### src/rtl/cpc_consts.svh
// Register offsets, field positions, reset values and codes
`ifndef CPC_CONSTS_SVH
`define CPC_CONSTS_SVH

`define CPC_OFS_CTRL0      8'hea
`define CPC_OFS_CTRL1      8'heb
`define CPC_OFS_CTRL2      8'hec
`define CPC_OFS_CTRL3      8'hed
`define CPC_OFS_IRQ_MODE   8'hee
`define CPC_OFS_LINKAGE    8'hf0
`define CPC_OFS_DELAY      8'hf1

`define CPC_BIT_PEND       0
`define CPC_BIT_STATUS     1
`define CPC_BIT_IRQ_EN     2
`define CPC_BIT_ENABLE     3
`define CPC_BIT_POL        4
`define CPC_REF_LSB        5
`define CPC_REF_MSB        7

`define CPC_LINK_CMP0_BIT  0
`define CPC_LINK_HARD      2'h1
`define CPC_LINK_SOFT      2'h2

`define CPC_RST_BYTE       8'h00
`define CPC_RST_COUNT      8'h00

`endif

### src/rtl/cpc_pkg.sv
// Types shared by the comparator control block
package cpc_pkg;

  typedef enum logic [1:0]
  {
    CPC_EDGE_RISE = 2'h0,
    CPC_EDGE_FALL = 2'h1,
    CPC_EDGE_BOTH = 2'h2,
    CPC_EDGE_ALSO = 2'h3
  } cpc_edge_t;

  typedef enum logic
  {
    CPC_DLY_IDLE,
    CPC_DLY_WAIT
  } cpc_dly_state_t;

endpackage

### src/rtl/cpc_chan.sv
// One comparator channel: synchroniser, polarity and edge detection
`timescale 1ns/100ps

module cpc_chan
(
  input  wire logic        mclk,
  input  wire logic        rst,
  input  wire logic        cmp_raw,
  input  wire logic        enable,
  input  wire logic        polarity,
  input  wire logic [1:0]  edge_mode,
  output logic             live,
  output logic             rise,
  output logic             fall,
  output logic             edge_hit
);

  logic       sync1_reg;
  logic       sync2_reg;
  logic       prev_reg;
  logic       armed_reg;
  logic       cur;
  cpc_pkg::cpc_edge_t mode;

  always_ff @(posedge mclk)
  begin
    if (rst)
    begin
      sync1_reg <= 1'b0;
      sync2_reg <= 1'b0;
    end
    else
    begin
      sync1_reg <= cmp_raw;
      sync2_reg <= sync1_reg;
    end
  end

  assign live = sync2_reg;
  assign cur  = sync2_reg ^ polarity;
  assign mode = cpc_pkg::cpc_edge_t'(edge_mode);

  // Edge history restarts whenever the channel is off
  always_ff @(posedge mclk)
  begin
    if (rst || !enable)
    begin
      prev_reg  <= 1'b0;
      armed_reg <= 1'b0;
    end
    else
    begin
      prev_reg  <= cur;
      armed_reg <= 1'b1;
    end
  end

  assign rise = enable && armed_reg && cur && !prev_reg;
  assign fall = enable && armed_reg && !cur && prev_reg;

  always_comb
  begin
    unique case (mode)
      cpc_pkg::CPC_EDGE_RISE: edge_hit = rise;
      cpc_pkg::CPC_EDGE_FALL: edge_hit = fall;
      cpc_pkg::CPC_EDGE_BOTH: edge_hit = rise || fall;
      cpc_pkg::CPC_EDGE_ALSO: edge_hit = rise || fall;
    endcase
  end

endmodule // cpc_chan

### src/rtl/cpc_top.sv
// Comparator control, interrupt flags and PWM trigger and lock logic
`timescale 1ns/100ps
`include "cpc_consts.svh"

module cpc_top
(
  input  wire logic        mclk,
  input  wire logic        rst,
  input  wire logic [7:0]  reg_addr,
  input  wire logic        reg_wr,
  input  wire logic [7:0]  reg_wdata,
  input  wire logic        reg_rd,
  output logic      [7:0]  reg_rdata,
  input  wire logic [3:0]  cmp_raw,
  output logic      [3:0]  cmp_enable,
  output logic      [8:0]  cmp_ref_sel,
  output logic      [3:0]  cmp_irq,
  input  wire logic        pwm_polarity,
  input  wire logic        pwm_unlock,
  input  wire logic        pwm_cycle_start,
  input  wire logic        pwm_raw_out,
  output logic             pwm_restart,
  output logic             pwm_duty_reload,
  output logic             pwm_hard_locked,
  output logic             pwm_soft_locked,
  output logic             pwm_out
);

  logic [7:0] ctrl_reg [4];
  logic [7:0] irq_mode_reg;
  logic [7:0] linkage_reg;
  logic [7:0] delay_reg;
  logic [7:0] dly_cnt_reg;
  logic [7:0] rdata_next;
  logic [3:0] live;
  logic [3:0] rise;
  logic [3:0] fall;
  logic [3:0] edge_hit;
  logic [3:0] hard_trig;
  logic [3:0] soft_trig;
  logic       cmp0_trig;
  logic       restart_reg;
  logic       reload_reg;
  logic       hard_reg;
  logic       soft_reg;
  logic       pwm_out_reg;
  cpc_pkg::cpc_dly_state_t dly_state_reg;

  function automatic logic ctrl_hit(input logic [7:0] addr,
                                    input int         idx);
    ctrl_hit = (addr == 8'(`CPC_OFS_CTRL0 + idx));
  endfunction

  function automatic logic [1:0] link_field(input logic [7:0] link,
                                            input int         idx);
    link_field = link[2*idx -: 2];
  endfunction

  genvar gi;
  generate
    for (gi = 0; gi < 4; gi++)
    begin : g_chan
      cpc_chan u_chan
      (
        .mclk      (mclk),
        .rst       (rst),
        .cmp_raw   (cmp_raw[gi]),
        .enable    (ctrl_reg[gi][`CPC_BIT_ENABLE]),
        .polarity  (ctrl_reg[gi][`CPC_BIT_POL]),
        .edge_mode (irq_mode_reg[2*gi+1 -: 2]),
        .live      (live[gi]),
        .rise      (rise[gi]),
        .fall      (fall[gi]),
        .edge_hit  (edge_hit[gi])
      );

      // Control register; status bit is never stored
      always_ff @(posedge mclk)
      begin
        if (rst)
          ctrl_reg[gi] <= `CPC_RST_BYTE;
        else
        begin
          if (reg_wr && ctrl_hit(reg_addr, gi))
          begin
            ctrl_reg[gi][7:2] <= reg_wdata[7:2];
            ctrl_reg[gi][`CPC_BIT_STATUS] <= 1'b0;
          end
          // Edge sets, software clears by writing 0, set wins
          ctrl_reg[gi][`CPC_BIT_PEND] <= edge_hit[gi] ||
            (ctrl_reg[gi][`CPC_BIT_PEND] &&
             !(reg_wr && ctrl_hit(reg_addr, gi) &&
               !reg_wdata[`CPC_BIT_PEND]));
        end
      end

      assign cmp_enable[gi] = ctrl_reg[gi][`CPC_BIT_ENABLE];
      assign cmp_irq[gi]    = ctrl_reg[gi][`CPC_BIT_PEND] &&
                              ctrl_reg[gi][`CPC_BIT_IRQ_EN];

      if (gi > 0)
      begin : g_lock
        assign cmp_ref_sel[3*gi-1 -: 3] =
          ctrl_reg[gi][`CPC_REF_MSB:`CPC_REF_LSB];
        assign hard_trig[gi] = fall[gi] &&
          (link_field(linkage_reg, gi) == `CPC_LINK_HARD);
        assign soft_trig[gi] = fall[gi] &&
          (link_field(linkage_reg, gi) == `CPC_LINK_SOFT);
      end
      else
      begin : g_nolock
        assign hard_trig[gi] = 1'b0;
        assign soft_trig[gi] = 1'b0;
      end
    end
  endgenerate

  always_ff @(posedge mclk)
  begin
    if (rst)
    begin
      irq_mode_reg <= `CPC_RST_BYTE;
      linkage_reg  <= `CPC_RST_BYTE;
      delay_reg    <= `CPC_RST_BYTE;
    end
    else if (reg_wr)
    begin
      if (reg_addr == `CPC_OFS_IRQ_MODE)
        irq_mode_reg <= reg_wdata;
      if (reg_addr == `CPC_OFS_LINKAGE)
        linkage_reg <= reg_wdata;
      if (reg_addr == `CPC_OFS_DELAY)
        delay_reg <= reg_wdata;
    end
  end

  always_comb
  begin
    rdata_next = `CPC_RST_BYTE;
    for (int i = 0; i < 4; i++)
      if (ctrl_hit(reg_addr, i))
      begin
        rdata_next = ctrl_reg[i];
        rdata_next[`CPC_BIT_STATUS] = live[i];
      end
    if (reg_addr == `CPC_OFS_IRQ_MODE)
      rdata_next = irq_mode_reg;
    if (reg_addr == `CPC_OFS_LINKAGE)
      rdata_next = linkage_reg;
    if (reg_addr == `CPC_OFS_DELAY)
      rdata_next = delay_reg;
  end

  always_ff @(posedge mclk)
  begin
    if (rst)
      reg_rdata <= `CPC_RST_BYTE;
    else if (reg_rd)
      reg_rdata <= rdata_next;
  end

  assign cmp0_trig = fall[0] && linkage_reg[`CPC_LINK_CMP0_BIT];

  // Cycle-start trigger, direct or after the programmed delay
  always_ff @(posedge mclk)
  begin
    if (rst)
    begin
      dly_state_reg <= cpc_pkg::CPC_DLY_IDLE;
      dly_cnt_reg   <= `CPC_RST_COUNT;
      restart_reg   <= 1'b0;
    end
    else
    begin
      restart_reg <= 1'b0;
      unique case (dly_state_reg)
        cpc_pkg::CPC_DLY_IDLE:
          if (cmp0_trig)
          begin
            if (delay_reg == `CPC_RST_COUNT)
              restart_reg <= 1'b1;
            else
            begin
              dly_cnt_reg   <= delay_reg;
              dly_state_reg <= cpc_pkg::CPC_DLY_WAIT;
            end
          end
        cpc_pkg::CPC_DLY_WAIT:
          if (dly_cnt_reg == 8'h01)
          begin
            restart_reg   <= 1'b1;
            dly_state_reg <= cpc_pkg::CPC_DLY_IDLE;
          end
          else
            dly_cnt_reg <= dly_cnt_reg - 8'h01;
      endcase
    end
  end

  always_ff @(posedge mclk)
  begin
    if (rst)
      hard_reg <= 1'b0;
    else if (|hard_trig)
      hard_reg <= 1'b1;
    else if (pwm_unlock)
      hard_reg <= 1'b0;
  end

  always_ff @(posedge mclk)
  begin
    if (rst)
    begin
      soft_reg   <= 1'b0;
      reload_reg <= 1'b0;
    end
    else
    begin
      reload_reg <= |soft_trig;
      if (|soft_trig)
        soft_reg <= 1'b1;
      else if (pwm_cycle_start)
        soft_reg <= 1'b0;
    end
  end

  // Locked output holds the polarity level
  always_ff @(posedge mclk)
  begin
    if (rst)
      pwm_out_reg <= 1'b0;
    else if (hard_reg || soft_reg || (|hard_trig) || (|soft_trig))
      pwm_out_reg <= pwm_polarity;
    else
      pwm_out_reg <= pwm_raw_out;
  end

  assign pwm_restart     = restart_reg;
  assign pwm_duty_reload = reload_reg;
  assign pwm_hard_locked = hard_reg;
  assign pwm_soft_locked = soft_reg;
  assign pwm_out         = pwm_out_reg;
endmodule // cpc_top

### config.mk
export PLATFORM = sky130hd
export DESIGN_NAME = cpc_top
export DESIGN_NICKNAME = d
export VERILOG_FILES = /design/src/rtl/cpc_pkg.sv /design/src/rtl/cpc_chan.sv /design/src/rtl/cpc_top.sv
export VERILOG_INCLUDE_DIRS = /design/src /design/src/rtl
export SDC_FILE = /design/constraint.sdc
export NUM_CORES = 1
export LEC_CHECK = 0
export ABC_CLOCK_PERIOD_IN_PS = 2400
export BUFFER_PORTS_ARGS = -buffer_cell sky130_fd_sc_hd__buf_2
export CORE_AREA = 5 5 105 107
export CTS_CLUSTER_SIZE = 12
export DETAILED_ROUTE_END_ITERATION = 16
export DIE_AREA = 0 0 110 112
export MAX_ROUTING_LAYER = met4
export SETUP_SLACK_MARGIN = 0.15
export SLEW_MARGIN = 10
export SYNTH_ARGS = -nofsm -noshare
export SYNTH_HDL_FRONTEND = slang
export SYNTH_SLANG_ARGS = --single-unit
### constraint.sdc
create_clock -name mclk -period 2.4 [get_ports mclk]
set_input_delay 0.36 -clock mclk [delete_from_list [all_inputs] [get_ports mclk]]
set_output_delay 0.36 -clock mclk [all_outputs]
set_load 0.01 [all_outputs]
==> key figures <==
Worst setup path
  • Required @ worst endpoint: ~2700 ps
  • FF-to-FF End: dly_cnt_reg[3]
  • Critical R2R Launch: dly_cnt_reg[5]
  • Max incr delay on CP: around 560 ps
  • WS Path Type: flop to flop
  • CP Capture Type: flop
  • Worst Setup EP: dly_cnt_reg[3]
  • Crit path DAT: 2240 ps
  • Startpoint types: flop
  • Reg-to-reg slack, setup: between 400 and 500 ps
  • CP max stage cell: o311ai_4
  • Worst-path fanout max: 15
  • Critical Path Start: dly_cnt_reg[5]
  • Critical-path cell list: nor4_1 -> nand2_1 -> o311ai_4 -> o21ai_0 -> a21oi_1
  • Register-to-Register Path Depth: 5

Clocking
  • CTS H-tree lvls: 3
  • Clk buf depth: 2
  • CTS tree: yes
  • Root Buffer: clkbuf_8
  • Setup Fix Bufs, Post-CTS: 0
  • Clock Sinks: 90
  • Worst-Skew Late Latency: 370 ps
  • Cts bufs inserted: 9
  • Worst-path clk slew: ~90 ps
  • CTS resizes: 0
  • Post-CTS Hold Buffers: 0

Placed design
  • Routability congestion estimate from global placement: 0.957
  • Placed Instance Area: ~4700 µm²
  • PortBufs: 57
  • Final HPWL DP: 8290 µm

STA
  • Final setup TNS: 0 ps
  • Tightest Pin Transition: slightly above 600 ps
  • Slew margin rel.: 58.4%
  • Setup violators final: 0
  • Final Hold Viols: 0
  • Max-slew violation count: 0
  • RSZ-0062 raised after global routing: no
  • Hold WS: roughly 200 ps
  • Min Tclk post-route: roughly 1900 ps
  • Clock skew: slightly below 6 ps
  • Max Freq: approximately 0.5 GHz
  • Final worst-path cycle share: 81.2%

Logic synthesis
  • Ranking of synthesized cells by area: dfxtp_1, edfxtp_1, mux2i_1
  • Yosys top cell by area: dfxtp_1
  • Synth Area in Adders: less than 1%
  • Simple-Gate Fraction of Synth Area: 24.0%
  • Seq/Total Area, Yosys: 46.8%
  • Xor/xnor share of the synthesized area: 1.81%
  • Synthesized net count: between 400 and 500
  • Largest family of logic cells by synthesized area: simple AND/OR/NAND/NOR gates
  • Synth top area share: 30.3%
  • Post-synthesis compound-gate area fraction: about an eighth
  • Synth Warn #: 0
  • Post-synthesis mux area share: between 8 and 9%
  • Syn avg cell area: 9.64 µm²
  • Cell count after synthesis: 453
  • Synth cell types: 57
  • #FFs+latches synth: 90
  • Ys async rst share: 0%
  • Top_reg_cell synth: dfxtp_1
  • EDFF count, synth: 24
  • Synth Cell Area: roughly 4400 µm²

Final layout
  • Area Growth Syn to Fin: 12.4%
  • Post-route cell area: just under 5000 µm²
  • Nets@finish: around 530
  • Fill cells: 981
  • Share of cells above drive strength 1: approximately 21%
  • Max FFs per register: 28
  • Most common cell after layout, fill and taps aside: dfxtp_1
  • ANT cells: 0
  • Commonest non-fill, non-tap cells in the layout: dfxtp_1, buf_2, nor2_1

Power
  • Lkg Pwr: 2.01 nW
  • VDD IR max: approximately 0.00035 V
  • PwrDens: around 580 nW/µm²

Floorplanning
  • Die X: about 110 µm
  • Vert. Die Dim: roughly 110 µm
  • Row cnt: 37
  • Core Area: between 10000 and 15000 µm²
  • Boundary Pins: 58
  • Die footprint: ~12000 µm²
  • Starting density of the core: a little over two fifths

Drt
  • WL/cell: 17.5 µm
  • DRC viols: 0
  • Iter 0 DRT Violations: between 200 and 250
  • Vias post-DR: roughly 3.4k
  • Pre-antenna DRT Iters: 4
  • Vias/cell: approximately 5.3
  • Routed Antenna Nets: 0
  • Wirelength, routed: roughly 11000 µm

Min path
  • Hold Path Class: input pin to flop

Global routing
  • All-Layer GR Usage: approximately a fifth
  • Largest net degree at the start of global routing: 39
  • First-pass GRT wire length: roughly 17000 µm
  • Vias in the first global route: around 3.2k
  • Congestion Overflow GR: 0
  • Initial antenna violation count: 0

Run
  • # Max-Cap Violations: 0

Outcome
  • Outcome: finished, final reports clean
[cells by family after synthesis]
logic type      Yosys count
compound gates           82
xor+xnor                  9
fa+ha+maj                 2
buf+inv                  45
flops                    90
mux                      37
simple gates            188
[area by class of cell]
| type | count | area, µm² | area share [%] |
|---|---|---|---|
| timing repair buffer | 72 | 398 | 8.11 |
| sequential | 90 | 2040 | 41.6 |
| clock buffer | 10 | 128 | 2.60 |
| tap | 136 | 170 | 3.47 |
| multi-input combinational | 318 | 2090 | 42.5 |
| clock inverter | 6 | 41.3 | 0.841 |
| inverter | 11 | 41.3 | 0.841 |
[synthesized netlist by cell type, drive strengths merged, types with 5 or more instances]
master and number:
nand2b 13, xnor2 6, and2 32, nor3 17, buf 22, a211oi 5, mux2 6, a21oi 27
o21ai 12, nand3 13, inv 10, edfxtp 24, nand2 21, mux2i 31, clkbuf 12, nor2 55
nor4 8, dfxtp 66, nor2b 16
[metrics by stage]
| step | setup WS, ps | power (mW) | std cells | util, % |
|---|---|---|---|---|
| after floorplan | 346 | 1.82 | 453 | - |
| after global placement | 419 | 1.92 | 627 | 47.2 |
| after detailed placement | 352 | 1.92 | 627 | 47.2 |
| after CTS | 469 | 2.86 | 643 | 48.8 |
| after global routing | 226 | 2.95 | 643 | 48.8 |
| final | 451 | 2.83 | 643 | 48.8 |
[layer usage]
| metal | track usage (%) | share of wire [%] | vias up |
|---|---|---|---|
| li1 | - | - | 1708 |
| met1 | 27.5 | 49 | 1590 |
| met2 | 27.0 | 42 | 95 |
| met3 | 3.42 | 5.9 | 24 |
| met4 | 8.15 | 2.9 | 0 |
| met5 | - | 0 | - |
[how the worst min path moves through the flow]
stage / from / endpoint / slack [ps] / depth (start not counted)
2_1_floorplan: g_chan[0].u_chan.sync1_reg / g_chan[0].u_chan.live / 410 / 1
3_3_place_gp: g_chan[0].u_chan.sync1_reg / g_chan[0].u_chan.live / 420 / 1
3_5_place_dp: g_chan[1].u_chan.sync1_reg / g_chan[1].u_chan.live / 420 / 1
4_1_cts: cmp_raw[1] / g_chan[1].u_chan.sync1_reg / 180 / 2
5_1_grt: cmp_raw[2] / g_chan[2].u_chan.sync1_reg / 190 / 2
6_report: cmp_raw[1] / g_chan[1].u_chan.sync1_reg / 200 / 2
[critical path, delay by kind of cell (launching register included)]
| family | cells | cell delay, ps |
|---|---|---|
| flops | 1 | 350 |
| simple gates | 2 | 590 |
| compound gates | 3 | 930 |
[power by group]
group	leakage [nW]	switching [mW]	total [mW]	internal, mW
combinational	1.16	0.164	0.260	0.0959
sequential	0.765	0.0291	1.63	1.60
clock	0.0870	0.558	0.938	0.379
total	2.01	0.751	2.83	2.07
Note: power is estimated with default switching activity, not from simulation.
